$ cat config.mk
export PLATFORM = sky130hd
export DESIGN_NAME = scl_link_slave
export DESIGN_NICKNAME = d
export VERILOG_FILES = /design/src/hw/scl_pkg.sv /design/src/hw/scl_link_slave.sv
export SDC_FILE = /design/constraint.sdc
export NUM_CORES = 1
export LEC_CHECK = 0
export BUFFER_PORTS_ARGS = -buffer_cell sky130_fd_sc_hd__clkbuf_2
export CAP_MARGIN = 20
export CORE_MARGIN = 2
export CORE_UTILIZATION = 50
export CTS_BUF_LIST = sky130_fd_sc_hd__clkbuf_4
export DETAILED_ROUTE_END_ITERATION = 6
export PLACE_DENSITY = 0.75
export SLEW_MARGIN = 10
export SYNTH_ARGS = -nofsm -noshare
export SYNTH_HDL_FRONTEND = slang
export SYNTH_SLANG_ARGS = --single-unit
$ cat constraint.sdc
create_clock -name clk_sys -period 30.6 [get_ports clk_sys]
set_input_delay 6.12 -clock clk_sys [delete_from_list [all_inputs] [get_ports clk_sys]]
set_output_delay 6.12 -clock clk_sys [all_outputs]
set_load 0.02 [all_outputs]
$ cat src/hw/scl_pkg.sv
/*
 Shared constants for the serial computer link slave: register map,
 field positions, reset values, characters, error codes and timing.
 Assumes a 250 MHz system clock and a 32-bit classic Wishbone host.
*/
package scl_pkg;
	// Register byte offsets
	localparam logic [7:0] REG_CTRL = 8'h00;
	localparam logic [7:0] REG_BAUD = 8'h04;
	localparam logic [7:0] REG_STAT = 8'h08;
	localparam logic [7:0] REG_CMD  = 8'h0c;
	localparam logic [7:0] REG_RESP = 8'h10;
	localparam logic [1:0] BUF_WIN  = 2'h1; // Window 0x40..0x7c
	// Control fields
	localparam int CTRL_STN   = 0;  // 5-bit station number
	localparam int CTRL_DATA7 = 5;
	localparam int CTRL_STOP2 = 6;
	localparam int CTRL_LEGACY = 7;
	localparam int CTRL_ASSIGNED = 8;
	localparam int CTRL_PPRG  = 9;  // 2-bit parameter program
	localparam logic [11:0] CTRL_RST = 12'h100;
	// 38.4 kbps at 250 MHz
	localparam logic [15:0] BAUD_RST = 16'h196e;
	// Response control fields
	localparam int RESP_CODE = 8;
	localparam int RESP_ERR  = 13;
	// Characters
	localparam logic [7:0] CH_COLON = 8'h3a;
	localparam logic [7:0] CH_CR    = 8'h0d;
	localparam logic [7:0] CH_AT    = 8'h40;
	localparam logic [7:0] CH_ERR   = 8'h21;
	localparam logic [7:0] CH_HEXOFS = 8'h37;
	// Error codes
	localparam logic [4:0] ERR_PARITY = 5'h01;
	localparam logic [4:0] ERR_SUM    = 5'h02;
	localparam logic [4:0] ERR_OVF    = 5'h03;
	localparam logic [4:0] ERR_CMD    = 5'h04;
	localparam logic [4:0] ERR_MODE   = 5'h05;
	localparam logic [4:0] ERR_SEL    = 5'h06;
	localparam logic [4:0] ERR_PRG    = 5'h07;
	// Response delay: 10 ms steps, codes A..F in 100 ms steps
	localparam int DLY_STEP_MS = 10;
	localparam int CLK_KHZ     = 250000;
	localparam int STEP_CYC_DEF = DLY_STEP_MS * CLK_KHZ;
	localparam logic [5:0] DLY_MULT = 6'h0a;
	// Transfer units
	localparam logic [1:0] UNIT_BIT  = 2'h0;
	localparam logic [1:0] UNIT_BYTE = 2'h1;
	localparam logic [1:0] UNIT_WORD = 2'h2;
	// Command letter codes
	localparam logic [23:0] CODE_PT_RD   = 24'h4d524c;
	localparam logic [23:0] CODE_BYTE_RD = 24'h4d5242;
	localparam logic [23:0] CODE_PT_WR   = 24'h535252;
	localparam logic [23:0] CODE_BYTE_WR = 24'h535242;
	localparam logic [23:0] CODE_PRG_RD  = 24'h52504d;
	localparam logic [23:0] CODE_PRG_WR  = 24'h57504d;
	localparam logic [23:0] CODE_WORD_RD = 24'h524452;
	localparam logic [23:0] CODE_WORD_WR = 24'h574452;
	localparam logic [23:0] CODE_HALT    = 24'h484c54;
	localparam logic [23:0] CODE_RELEASE = 24'h52554e;
	localparam logic [23:0] CODE_RESTART = 24'h535441;
	localparam logic [23:0] CODE_DMY_HALT = 24'h505343;
	localparam logic [23:0] CODE_DMY_REL = 24'h505243;
	localparam logic [23:0] CODE_PRG_FILL = 24'h46494c;
	typedef enum logic [3:0] {
		CMD_NONE = 4'h0, CMD_PT_RD = 4'h1, CMD_BYTE_RD = 4'h2,
		CMD_PT_WR = 4'h3, CMD_BYTE_WR = 4'h4, CMD_PRG_RD = 4'h5,
		CMD_PRG_WR = 4'h6, CMD_WORD_RD = 4'h7, CMD_WORD_WR = 4'h8,
		CMD_HALT = 4'h9, CMD_RELEASE = 4'ha, CMD_RESTART = 4'hb,
		CMD_DMY_HALT = 4'hc, CMD_DMY_REL = 4'hd, CMD_PRG_FILL = 4'he
	} scl_cmd_e;
	typedef enum logic [1:0] {
		RX_IDLE = 2'b00, RX_START = 2'b01, RX_BITS = 2'b10
	} scl_rx_e;
	typedef enum logic [2:0] {
		P_IDLE = 3'b000, P_ADH = 3'b001, P_ADL = 3'b010, P_RI = 3'b011,
		P_SEL = 3'b100, P_C1 = 3'b101, P_C2 = 3'b110, P_DATA = 3'b111
	} scl_prs_e;
	typedef enum logic [1:0] {
		T_IDLE = 2'b00, T_LOAD = 2'b01, T_SHIFT = 2'b10
	} scl_tx_e;
endpackage

$ cat src/hw/scl_link_slave.sv
/*
 Serial computer link slave: start-stop receiver and transmitter,
 frame parser, station and sum check, command decode, coded response
 delay and response generator, with a classic Wishbone register slave.
 Assumes rxd is synchronous to clk_sys and that the line driver is
 enabled by txEn (half duplex, four wire).
*/
`timescale 1ns/100ps
module scl_link_slave
	import scl_pkg::*;
#(
	parameter int DEPTH    = 16,
	parameter int STEP_CYC = STEP_CYC_DEF
)(
	input  wire logic        clk_sys,
	input  wire logic        rst_b,
	input  wire logic        ce,
	input  wire logic        cyc_i,
	input  wire logic        stb_i,
	input  wire logic        we_i,
	input  wire logic [7:0]  adr_i,
	input  wire logic [3:0]  sel_i,
	input  wire logic [31:0] dat_i,
	output logic      [31:0] dat_o,
	output logic             ack_o,
	input  wire logic        rxd,
	output logic             txd,
	output logic             txEn,
	output logic             snSel
);
	localparam int BW = $clog2(DEPTH);

	typedef struct packed {
		logic [31:0]           wbDat;
		logic                  wbAck;
		logic [11:0]           ctrl;
		logic [15:0]           baud;
		scl_rx_e               rxSt;
		logic [15:0]           rxCnt;
		logic [3:0]            rxBit;
		logic [9:0]            rxSh;
		scl_prs_e              pSt;
		logic [23:0]           code;
		logic                  selPres;
		logic [3:0]            selVal;
		logic [3:0]            riCode;
		logic [7:0]            sum;
		logic [7:0]            sc1;
		logic [7:0]            sc0;
		logic [7:0]            cnt;
		logic                  parErr;
		logic [DEPTH-1:0][7:0] buff;
		scl_cmd_e              cmd;
		logic [1:0]            prog;
		logic [1:0]            unit;
		logic [7:0]            len;
		logic                  pend;
		logic                  waitDly;
		logic [5:0]            steps;
		logic [31:0]           cyc;
		logic                  dlyDone;
		logic                  go;
		scl_tx_e               tSt;
		logic [7:0]            tIdx;
		logic [7:0]            tLen;
		logic [7:0]            tSum;
		logic [10:0]           tSh;
		logic [3:0]            tBit;
		logic [15:0]           tCnt;
		logic                  txd;
		logic                  txEn;
		logic                  snSel;
	} scl_st_s;

	localparam scl_st_s ST_RST = '{ctrl: CTRL_RST, baud: BAUD_RST,
		rxSt: RX_IDLE, pSt: P_IDLE, cmd: CMD_NONE, tSt: T_IDLE,
		txd: 1'b1, default: '0};

	logic [1:0] rstPipe_ff;
	logic       rstInt_b;
	scl_st_s    st_ff;
	scl_st_s    nxt_st;

	// ASCII hex digit to value; letters A-F sit above 40H
	function automatic logic [3:0] hexVal(input logic [7:0] c);
		hexVal = c[6] ? 4'(c[3:0] + 4'h9) : c[3:0];
	endfunction

	// Value to ASCII hex digit
	function automatic logic [7:0] hexChr(input logic [3:0] n);
		hexChr = (n > 4'h9) ? 8'(CH_HEXOFS + {4'h0, n}) : {4'h3, n};
	endfunction

	function automatic logic isDigit(input logic [7:0] c);
		isDigit = (c[7:4] == 4'h3) && (c[3:0] <= 4'h9);
	endfunction

	// Byte-lane write merge
	function automatic logic [31:0] wrMask(input logic [31:0] o,
		input logic [31:0] d, input logic [3:0] s);
		wrMask = o;
		for (int i = 0; i < 4; i++) begin
			if (s[i]) begin
				wrMask[i*8 +: 8] = d[i*8 +: 8];
			end
		end
	endfunction

	function automatic scl_cmd_e decode(input logic [23:0] c);
		case (c)
			CODE_PT_RD:    decode = CMD_PT_RD;
			CODE_BYTE_RD:  decode = CMD_BYTE_RD;
			CODE_PT_WR:    decode = CMD_PT_WR;
			CODE_BYTE_WR:  decode = CMD_BYTE_WR;
			CODE_PRG_RD:   decode = CMD_PRG_RD;
			CODE_PRG_WR:   decode = CMD_PRG_WR;
			CODE_WORD_RD:  decode = CMD_WORD_RD;
			CODE_WORD_WR:  decode = CMD_WORD_WR;
			CODE_HALT:     decode = CMD_HALT;
			CODE_RELEASE:  decode = CMD_RELEASE;
			CODE_RESTART:  decode = CMD_RESTART;
			CODE_DMY_HALT: decode = CMD_DMY_HALT;
			CODE_DMY_REL:  decode = CMD_DMY_REL;
			CODE_PRG_FILL: decode = CMD_PRG_FILL;
			default:       decode = CMD_NONE;
		endcase
	endfunction

	// Interval code to count of 10 ms steps
	function automatic logic [5:0] dlySteps(input logic [3:0] c);
		dlySteps = (c <= 4'h9) ? {2'h0, c} :
			6'(({2'h0, c} - 6'h09) * DLY_MULT);
	endfunction

	// Reset release through two flops
	always_ff @(posedge clk_sys or negedge rst_b) begin
		if (!rst_b) begin
			rstPipe_ff <= 2'h0;
		end else begin
			rstPipe_ff <= {rstPipe_ff[0], 1'b1};
		end
	end
	assign rstInt_b = rstPipe_ff[1];

	// Next-state logic for the whole block
	always_comb begin
		logic [9:0]  sh;
		logic [7:0]  ch;
		logic        chV;
		logic        chErr;
		logic        data7;
		logic        busy;
		logic        legacy;
		logic        skip;
		logic [7:0]  chk;
		logic [7:0]  tc;
		logic [4:0]  eCode;
		logic        eReq;
		logic [1:0]  effPrg;
		scl_cmd_e    dc;
		sh = '0;
		ch = '0;
		chV = 1'b0;
		chErr = 1'b0;
		chk = '0;
		tc = '0;
		eCode = '0;
		eReq = 1'b0;
		effPrg = '0;
		dc = CMD_NONE;
		nxt_st = st_ff;
		data7 = st_ff.ctrl[CTRL_DATA7];
		legacy = st_ff.ctrl[CTRL_LEGACY];
		skip = (st_ff.sc1 == CH_AT) && (st_ff.sc0 == CH_AT);
		busy = st_ff.pend | st_ff.waitDly | st_ff.dlyDone | st_ff.go |
			(st_ff.tSt != T_IDLE);
		nxt_st.snSel = !st_ff.ctrl[CTRL_ASSIGNED] && !legacy;

		// Wishbone slave, one wait state, unmapped reads give zero
		nxt_st.wbAck = 1'b0;
		if (cyc_i && stb_i && !st_ff.wbAck) begin
			nxt_st.wbAck = 1'b1;
			nxt_st.wbDat = 32'h0;
			if (adr_i[7:6] == BUF_WIN) begin
				// Compared at five bits so a full 16-entry buffer fits
				if ({1'b0, adr_i[5:2]} < 5'(DEPTH)) begin
					if (we_i && sel_i[0]) begin
						nxt_st.buff[BW'(adr_i[5:2])] = dat_i[7:0];
					end
					nxt_st.wbDat[7:0] = st_ff.buff[BW'(adr_i[5:2])];
				end
			end else if (we_i) begin
				case (adr_i)
					REG_CTRL: nxt_st.ctrl =
						12'(wrMask({20'h0, st_ff.ctrl}, dat_i, sel_i));
					REG_BAUD: nxt_st.baud =
						16'(wrMask({16'h0, st_ff.baud}, dat_i, sel_i));
					REG_RESP: begin
						if (st_ff.pend) begin
							nxt_st.pend = 1'b0;
							if (dat_i[RESP_ERR]) begin
								eReq = 1'b1;
								eCode = dat_i[RESP_CODE +: 5];
							end else begin
								nxt_st.tLen = (dat_i[7:0] > 8'(DEPTH)) ?
									8'(DEPTH) : dat_i[7:0];
								nxt_st.go = 1'b1;
							end
						end
					end
					default: ;
				endcase
			end else begin
				case (adr_i)
					REG_CTRL: nxt_st.wbDat = {20'h0, st_ff.ctrl};
					REG_BAUD: nxt_st.wbDat = {16'h0, st_ff.baud};
					REG_STAT: nxt_st.wbDat = {27'h0, st_ff.parErr,
						st_ff.snSel, st_ff.tSt != T_IDLE,
						st_ff.waitDly | st_ff.dlyDone, st_ff.pend};
					REG_CMD: nxt_st.wbDat = {4'h0, st_ff.riCode,
						st_ff.len, 7'h0, st_ff.selPres, st_ff.unit,
						st_ff.prog, st_ff.cmd};
					default: nxt_st.wbDat = 32'h0;
				endcase
			end
		end

		// Character receiver, samples at mid-bit
		sh = {rxd, st_ff.rxSh[9:1]};
		case (st_ff.rxSt)
			RX_IDLE: begin
				if (!rxd && !st_ff.txEn) begin
					nxt_st.rxSt = RX_START;
					nxt_st.rxCnt = st_ff.baud >> 1;
				end
			end
			RX_START: begin
				if (st_ff.rxCnt == 16'h0) begin
					nxt_st.rxSt = rxd ? RX_IDLE : RX_BITS;
					nxt_st.rxCnt = st_ff.baud - 16'h1;
					nxt_st.rxBit = 4'h0;
				end else begin
					nxt_st.rxCnt = st_ff.rxCnt - 16'h1;
				end
			end
			RX_BITS: begin
				if (st_ff.rxCnt == 16'h0) begin
					nxt_st.rxSh = sh;
					nxt_st.rxCnt = st_ff.baud - 16'h1;
					nxt_st.rxBit = st_ff.rxBit + 4'h1;
					if (st_ff.rxBit == (data7 ? 4'h8 : 4'h9)) begin
						nxt_st.rxSt = RX_IDLE;
						chV = 1'b1;
					end
				end else begin
					nxt_st.rxCnt = st_ff.rxCnt - 16'h1;
				end
			end
			default: nxt_st.rxSt = RX_IDLE;
		endcase
		ch = data7 ? {1'b0, sh[7:1]} : sh[7:0];
		chErr = (sh[8] != ^ch) || !sh[9];
		// Frames are taken only while no response is owed
		chV = chV && !busy && !st_ff.snSel;

		// Frame parser
		if (chV) begin
			if (ch == CH_COLON) begin
				nxt_st.pSt = P_ADH;
				nxt_st.sum = 8'h0;
				nxt_st.cnt = 8'h0;
				nxt_st.parErr = chErr;
				nxt_st.selPres = 1'b0;
			end else if (st_ff.pSt != P_IDLE) begin
				nxt_st.parErr = st_ff.parErr | chErr;
				nxt_st.sum = st_ff.sum + ch;
				case (st_ff.pSt)
					P_ADH: begin
						nxt_st.sc1 = ch;
						nxt_st.pSt = P_ADL;
					end
					P_ADL: begin
						// Octal digits 0-3 and 0-7 give 00 to 37
						if (st_ff.sc1[7:2] == 6'h0c && ch[7:3] == 5'h06 &&
							{st_ff.sc1[1:0], ch[2:0]} ==
							st_ff.ctrl[CTRL_STN +: 5]) begin
							nxt_st.pSt = P_RI;
						end else begin
							nxt_st.pSt = P_IDLE;
						end
					end
					P_RI: begin
						nxt_st.riCode = hexVal(ch);
						nxt_st.pSt = P_SEL;
					end
					P_SEL: begin
						// A digit here is a selector, a letter starts the
						// command name
						if (isDigit(ch)) begin
							nxt_st.selPres = 1'b1;
							nxt_st.selVal = ch[3:0];
							nxt_st.pSt = P_C1;
						end else begin
							nxt_st.code = {16'h0, ch};
							nxt_st.pSt = P_C2;
						end
					end
					P_C1: begin
						nxt_st.code = {16'h0, ch};
						nxt_st.pSt = P_C2;
					end
					P_C2: begin
						nxt_st.code = {st_ff.code[15:0], ch};
						nxt_st.pSt = (st_ff.code[15:8] == 8'h0) ?
							P_C2 : P_DATA;
					end
					P_DATA: begin
						if (ch == CH_CR) begin
							nxt_st.sum = st_ff.sum;
							nxt_st.pSt = P_IDLE;
							dc = decode(st_ff.code);
							effPrg = st_ff.selPres ? st_ff.selVal[1:0] :
								(dc == CMD_HALT || dc == CMD_RELEASE ||
								dc == CMD_RESTART) ? 2'h0 :
								st_ff.ctrl[CTRL_PPRG +: 2];
							chk = 8'(st_ff.sum - st_ff.sc1 - st_ff.sc0 +
								{hexVal(st_ff.sc1), hexVal(st_ff.sc0)});
							eReq = 1'b1;
							if (st_ff.parErr || chErr) begin
								eCode = ERR_PARITY;
							end else if (st_ff.cnt < 8'h2 ||
								(!skip && chk != 8'h0)) begin
								eCode = ERR_SUM;
							end else if (st_ff.cnt > 8'(DEPTH + 2)) begin
								eCode = ERR_OVF;
							end else if (dc == CMD_NONE) begin
								eCode = ERR_CMD;
							end else if ((dc == CMD_DMY_HALT ||
								dc == CMD_DMY_REL) && !legacy) begin
								eCode = ERR_MODE;
							end else if (!st_ff.selPres && !legacy &&
								(dc == CMD_PRG_RD || dc == CMD_PRG_WR ||
								dc == CMD_PRG_FILL)) begin
								eCode = ERR_SEL;
							end else if ((st_ff.selPres &&
								st_ff.selVal > 4'h3) || (effPrg == 2'h0 &&
								(dc == CMD_PRG_RD || dc == CMD_PRG_WR ||
								dc == CMD_PRG_FILL))) begin
								eCode = ERR_PRG;
							end else begin
								eReq = 1'b0;
								nxt_st.pend = 1'b1;
							end
							nxt_st.cmd = dc;
							nxt_st.prog = effPrg;
							nxt_st.len = 8'(st_ff.cnt - 8'h2);
							nxt_st.unit = (dc == CMD_WORD_RD ||
								dc == CMD_WORD_WR) ? UNIT_WORD :
								(dc == CMD_BYTE_RD || dc == CMD_BYTE_WR) ?
								UNIT_BYTE : UNIT_BIT;
							nxt_st.waitDly = 1'b1;
							nxt_st.steps = dlySteps(st_ff.riCode);
							nxt_st.cyc = 32'h0;
						end else begin
							if (st_ff.cnt < 8'(DEPTH)) begin
								nxt_st.buff[BW'(st_ff.cnt)] = ch;
							end
							if (st_ff.cnt != 8'hff) begin
								nxt_st.cnt = st_ff.cnt + 8'h1;
							end
							nxt_st.sc1 = st_ff.sc0;
							nxt_st.sc0 = ch;
						end
					end
					default: nxt_st.pSt = P_IDLE;
				endcase
			end
		end

		// Error answer: marker then two hex digits of the code
		if (eReq) begin
			nxt_st.buff[0] = CH_ERR;
			nxt_st.buff[1] = hexChr({3'h0, eCode[4]});
			nxt_st.buff[2] = hexChr(eCode[3:0]);
			nxt_st.tLen = 8'h03;
			nxt_st.go = 1'b1;
		end

		// Response delay timer counted in 10 ms steps
		if (st_ff.waitDly) begin
			if (st_ff.steps == 6'h0) begin
				nxt_st.waitDly = 1'b0;
				nxt_st.dlyDone = 1'b1;
			end else if (st_ff.cyc == 32'(STEP_CYC - 1)) begin
				nxt_st.cyc = 32'h0;
				nxt_st.steps = st_ff.steps - 6'h1;
			end else begin
				nxt_st.cyc = st_ff.cyc + 32'h1;
			end
		end

		// Response transmitter
		case (st_ff.tIdx)
			8'h0: tc = CH_COLON;
			8'h1: tc = {6'h0c, st_ff.ctrl[CTRL_STN+3 +: 2]};
			8'h2: tc = {5'h06, st_ff.ctrl[CTRL_STN +: 3]};
			default: begin
				if (st_ff.tIdx < 8'(st_ff.tLen + 8'h3)) begin
					tc = st_ff.buff[BW'(st_ff.tIdx - 8'h3)];
				end else if (st_ff.tIdx == 8'(st_ff.tLen + 8'h3)) begin
					tc = hexChr(4'((8'h0 - st_ff.tSum) >> 4));
				end else if (st_ff.tIdx == 8'(st_ff.tLen + 8'h4)) begin
					tc = hexChr(4'(8'h0 - st_ff.tSum));
				end else begin
					tc = CH_CR;
				end
			end
		endcase
		case (st_ff.tSt)
			T_IDLE: begin
				if (st_ff.dlyDone && st_ff.go) begin
					nxt_st.tSt = T_LOAD;
					nxt_st.tIdx = 8'h0;
					nxt_st.tSum = 8'h0;
					nxt_st.dlyDone = 1'b0;
					nxt_st.go = 1'b0;
					nxt_st.txEn = 1'b1;
				end
			end
			T_LOAD: begin
				if (st_ff.tIdx != 8'h0 &&
					st_ff.tIdx < 8'(st_ff.tLen + 8'h3)) begin
					nxt_st.tSum = st_ff.tSum + tc;
				end
				nxt_st.tSh = data7 ? {3'h7, ^tc[6:0], tc[6:0]} :
					{2'h3, ^tc, tc};
				nxt_st.txd = 1'b0;
				nxt_st.tBit = 4'h0;
				nxt_st.tCnt = st_ff.baud - 16'h1;
				nxt_st.tSt = T_SHIFT;
			end
			T_SHIFT: begin
				if (st_ff.tCnt != 16'h0) begin
					nxt_st.tCnt = st_ff.tCnt - 16'h1;
				// Data, parity and every stop bit are shifted before idle
				end else if (st_ff.tBit == 4'(4'ha - {3'h0, data7} +
					{3'h0, st_ff.ctrl[CTRL_STOP2]})) begin
					nxt_st.txd = 1'b1;
					if (st_ff.tIdx == 8'(st_ff.tLen + 8'h5)) begin
						nxt_st.tSt = T_IDLE;
						nxt_st.txEn = 1'b0;
					end else begin
						nxt_st.tIdx = st_ff.tIdx + 8'h1;
						nxt_st.tSt = T_LOAD;
					end
				end else begin
					nxt_st.txd = st_ff.tSh[0];
					nxt_st.tSh = {1'b1, st_ff.tSh[10:1]};
					nxt_st.tBit = st_ff.tBit + 4'h1;
					nxt_st.tCnt = st_ff.baud - 16'h1;
				end
			end
			default: nxt_st.tSt = T_IDLE;
		endcase
	end

	// State register; clock enable low freezes it, but the reset release flops still run
	always_ff @(posedge clk_sys or negedge rstInt_b) begin
		if (!rstInt_b) begin
			st_ff <= ST_RST;
		end else if (ce) begin
			st_ff <= nxt_st;
		end
	end

	assign dat_o = st_ff.wbDat;
	assign ack_o = st_ff.wbAck;
	assign txd   = st_ff.txd;
	assign txEn  = st_ff.txEn;
	assign snSel = st_ff.snSel;
endmodule

Word level (Yosys, flattened, before mapping)
Index checks and enable logic that the tools add are counted.

Register bits after elaboration: 410. Word-level logic and storage cells: 478. Output and inout bits: 36. Input port bits: 51.

Magnitude comparators: 16. Eq/ne operators: 80. Multiply operators: 1. Reductions and logical operators: 102. Bitwise gates (word level): 8. $add $sub $neg: 29. Mux-type cells: 185.

Operators by type and width (count): $mux W128 (5); $mux W184 (3); $eq A24 B23 Y1 const B (14); $bwmux W128 (2); $mux W253 (1); $mux W8 (25); $mux W24 (8); $pmux W28 S4 (1); $mux W5 (20); $pmux W24 S3 (1); $reduce_and A6 Y1 (12); $bmux W8 S4 (2); $demux W8 S4 (2); $mux W16 (4); $mux W32 (2); $pmux W32 S2 (1); $mux W28 (2); $mux W56 (1); $pmux W4 S14 (1); $mux W1 (50); $pmux W8 S2 (3); $sub A16 B1 Y16 const B (3); $mux W4 (11); $mux W40 (1); 95 further kinds (246).

Depth between registers and ports, before layout
Depth after elaboration: 33. Depth in mapped cells: 24. Mapped depth without buffers: 23.

Least setup slack after synthesis
No wires, ideal clock.

Path type: input to register. Start point: in adr_i[2]. End point: reg st_ff[137] in the netlist's numbering. Cell stages on the path: 13. Required time: 30.480 ns. Library setup time: 0.120 ns. Arrival time: 8.699 ns. Path buffers: 1. Setup slack: 21.780 ns. Path through: clkbuf_1 nor2_1 nand3_1 nor4_1 nand2_1 and4b_1 o21a_1 o311a_1 ha_1 o21bai_1 nand3_1 a311o_1 o211a_1.

Longest elaborated chain between the ends: 20. Elaborated cells on any way between the ends: 46. Classes of those cells: add/sub: 1; order compare: 3; eq/ne: 1; mux: 40; reduce/logical: 1.

RTL lines: from (decl) (RTL line scl_link_slave.sv:21) `input wire logic [7:0] adr_i,`; $eq A8 B5 Y1 (RTL line scl_link_slave.sv:193) `case (adr_i)`; $mux W5 (RTL line scl_link_slave.sv:193); $mux W5 (RTL line scl_link_slave.sv:192) `end else if (we_i) begin`; $mux W5 (RTL line scl_link_slave.sv:184) `if (adr_i[7:6] == BUF_WIN) begin`; $mux W5 (RTL line scl_link_slave.sv:181) `if (cyc_i && stb_i && !st_ff.wbAck) begin`; $mux W5 (RTL line scl_link_slave.sv:345) `end else if ((st_ff.selPres &&`; $mux W5 (RTL line scl_link_slave.sv:341) `end else if (!st_ff.selPres && !legacy &&`; $mux W5 (RTL line scl_link_slave.sv:338) `end else if ((dc == CMD_DMY_HALT ||`; (+4 left out); $mux W5 (RTL line scl_link_slave.sv:318) `if (ch == CH_CR) begin`; $mux W5 (RTL line scl_link_slave.sv:277) `case (st_ff.pSt)`; $mux W5 (RTL line scl_link_slave.sv:274) `end else if (st_ff.pSt != P_IDLE) begin`; $mux W5 (RTL line scl_link_slave.sv:268) `if (ch == CH_COLON) begin`; $mux W5 (RTL line scl_link_slave.sv:267) `if (chV) begin`; $add A6 B4 Y7 / $gt A4 B4 Y1 (equally long branches) (RTL line scl_link_slave.sv:91) `hexChr = (n > 4'h9) ? 8'(CH_HEXOFS + {4'h0, n}) : {4'h3, n};`; $mux W7 (RTL line scl_link_slave.sv:91); $mux W24 * (RTL line scl_link_slave.sv:381) `if (eReq) begin`; to (signal assigned) (RTL line scl_link_slave.sv:472) `st_ff <= nxt_st;`; to (decl) (RTL line scl_link_slave.sv:81) `scl_st_s st_ff;`.

Every way passes the cells marked *; elsewhere a longest branch is shown, timed or not. The select of a mux whose other input is x is not followed. A chain may end at the register's enable or synchronous reset.

Final worst setup path
Start point: in adr_i[5]. End point: reg st_ff[137] in the netlist's numbering.

The elaborated chain is that of the path after synthesis.

==> qor.yml <==
status:
  status: "finished, final reports clean"
clocking:
  h-tree-depth: 3
  post_cts_buffers: 0
  clk_pin_slew_ps: 60
  clk_latency_ps: 900
  cts_tree: "done"
  cts.sinks: 405
  cts_buffer_depth: 3
  cts_made_buffers: 111
  hold_buffers: 0
  cts_resized: 0
  root_buffer: "clkbuf_4"
sta:
  hold_violations: 0
  tightest_slew_ps: 1140
  drv_slew: 0
  layout_min_cycle_time_ps: 9260
  finClkSkew_ps: 89.7
  setup_violations: 0
  slew_headroom_pct: 24.1
  rsz0062_at_grt: "no"
  fin_crit_sh_pct: 30.3
  timing.fmax_ghz: 0.108
  fin_setup_tns_ps: 0
synth:
  ys_warn_count: 0
  synth_top_area_share_pct: 36.6
  syn_avg_cell_area_um2: 8.94
  synth_mux_area_share_pct: 9.97
  synth_area_mm2: 0.0270
  synth_cells: 3020
  synth_top_family_by_area: "simple AND/OR/NAND/NOR gates"
  synthTopCellsByArea: "dfrtp_1 (37%), mux4_2 (6.6%), nand2_1 (5.0%)"
  synth_flop_cell: "dfrtp_1"
  ys_seq_area_share_pct: 37.6
  synthArstFlopShare_pct: 100
  synthSimpleGateAreaFrac_pct: 19.6
  synth.distinct_cells: 105
  synth_area_leader_cell: "dfrtp_1"
  synth_compound_area_share_pct: 18.0
  ys_ff_latch: 405
  synth-edff-count: 0
  synthAdderAreaFrac_pct: 4.85
  synth-xor-area-share_pct: 4.37
  netlist_top_cells_count: "dfrtp_1 (395), nand2_1 (361), nor2_1 (257)"
  yosysMostFrequentCell: "dfrtp_1"
grt:
  grt_max_degree: 84
  first_global_vias: 24000
  grt_usage_pct: 29.7
  grt_first_pass_wirelength_mm: 131
  overflow: 0
  grt_antenna_before_repair: 4
power:
  p_comb_share_pct: 30.0
  leakagePower_nw: 12.4
  power_switching_w: 0.000597
  p_sw_share_pct: 36.1
  power_frac_clock_pct: 31.1
  vdd_drop_max_uv: 37.8
  internal_power_w: 0.00106
  p_per_area_mw_per_mm2: 57.0
  seq_power_share_pct: 38.9
route:
  wl_met3_mm: 8.39
  vias_per_cell: 6.42
  top_layer: "met5"
  dr.pass1.iters: 7
  route.detailed.drc: 0
  wl_per_cell_um: 22.1
  met1_length_mm: 32.8
  met2_length_mm: 38.3
  num_vias: 24500
  final_antenna_net_count: 0
  drtIter0Drc: 2731
  wl_mm: 84.2
floorplanning:
  coreArea_mm2: 0.0536
  die_h_um: 236
  die_w_um: 236
  rows: 85
  io_pins: 87
  dieArea_mm2: 0.0559
  initial_utilization_pct: 50.4
final_layout:
  instances_no_fill: 3812
  fin_nets: 3165
  drive_above_1_share_pct: 15.0
  synthToLayoutAreaGrowth_pct: 7.33
  n_fill_cell: 4765
place:
  port_buffers: 64
  dp_cells: 3599
  dp_hpwl_mm: 58.8
  gp_congestion: 0.940
critical_path:
  worstSetupEndpointType: "flop"
  path_max_fanout: 15
  crit_type: "in2reg"
  cp.arrival_ps: 10020
  cp-start-kind: "input pin"
  regToRegSetupSlack_ps: 23640
  required_ps: 31360
min_path:
  hold_class: "reg2reg"
job:
  maxCapViolCount: 0
==> per-layer routing <==
layer / up-vias / GRT usage (%)
met5: - / 0.519
met4: 4 / 17.6
li1: 10900 / -
met2: 1315 / 45.9
met1: 11900 / 38.3
met3: 313 / 6.50
==> sequential cells by signal (all words and copies together) (netlist names) <==
name / flops
txd: 1
ack_o: 1
rstPipe_ff: 2
dat_o: 28
st_ff: 371
txEn: 1
snSel: 1
==> worst max-delay path, cell delays in order <==
cell and delay [ps]:
clkbuf_2 370, nor3_1 820, nand2_1 230, nor4_2 290
buf_4 230, nand2_1 80, and4b_1 180, o21a_1 100
o311a_1 390, ha_1 220, o21bai_1 270, nand3_1 180
a311o_1 380, o211a_1 140
==> metrics by stage <==
stage	hold WS [ps]	power [W]	worst slack, ps	instance area [um2]	util [%]
after floorplan	331	0.00102	18490	27000	-
after global placement	338	0.00111	20640	27500	51.3
after detailed placement	346	0.00113	20580	27500	51.3
after CTS	374	0.00165	21480	29000	54.0
after global routing	378	0.00174	21250	29000	54.1
final	373	0.00165	21340	29000	54.1
==> power by group through the flow <==
stage               logic (W)  clock network (W)  registers, W
finish               0.000496           0.000514      0.000643
global route         0.000537           0.000550      0.000649
CTS                  0.000486           0.000523      0.000641
detailed placement   0.000483                  0      0.000650
global placement     0.000468                  0      0.000647
floorplan            0.000381                  0      0.000634
==> logic make-up after synthesis <==
logic type,Yosys count
XOR/XNOR,129
flip-flops,405
adder cells (fa/ha/maj),95
other,2
AO/OA/AOI/OAI,795
buffers and inverters,352
AND/OR/NAND/NOR,1077
multiplexers,165
==> worst paths after layout <==
kind	from	end	cells after the start
worst max-delay path	adr_i[5]	st_ff[137]	14
worst min-delay path	rstPipe_ff[0]	rstPipe_ff[1]	0
worst max register to register	st_ff[368]	st_ff[159]	10
worst min register to register	rstPipe_ff[0]	rstPipe_ff[1]	0
max in group asynchronous	rst_b	rstPipe_ff[1]	1
min in group asynchronous	rstPipe_ff[1]	st_ff[57]	0
==> area by class of cell <==
type	instances	area (um2)	area share, %
multi-input cells	2266	15400	53.0
flip-flops and latches	405	10200	35.0
clock buffers	151	1130	3.91
diodes	2	5.00	0.0173
inverters	134	503	1.74
clock inverters	57	345	1.19
well taps	696	871	3.00
repair buffers	101	601	2.07
==> placed cells by master, fill, tap and decap left out, types with 28 or more instances in the layout <==
cell and count:
dfrtp_1 393, nand2_1 361, nor2_1 257, o21ai_0 230, a21oi_1 223, clkbuf_4 151
inv_1 128, o22ai_1 115, xnor2_1 87, nand3_1 86, mux4_2 79, ha_1 79
nor3_1 65, clkbuf_2 63, clkinv_1 46, mux2i_1 45, nor4_1 44, mux2_2 39
buf_4 38, xor2_1 37, nand2b_1 35, nand4_1 33, and3_1 32, nor2b_1 28
Power figures use the tool's default switching activity.
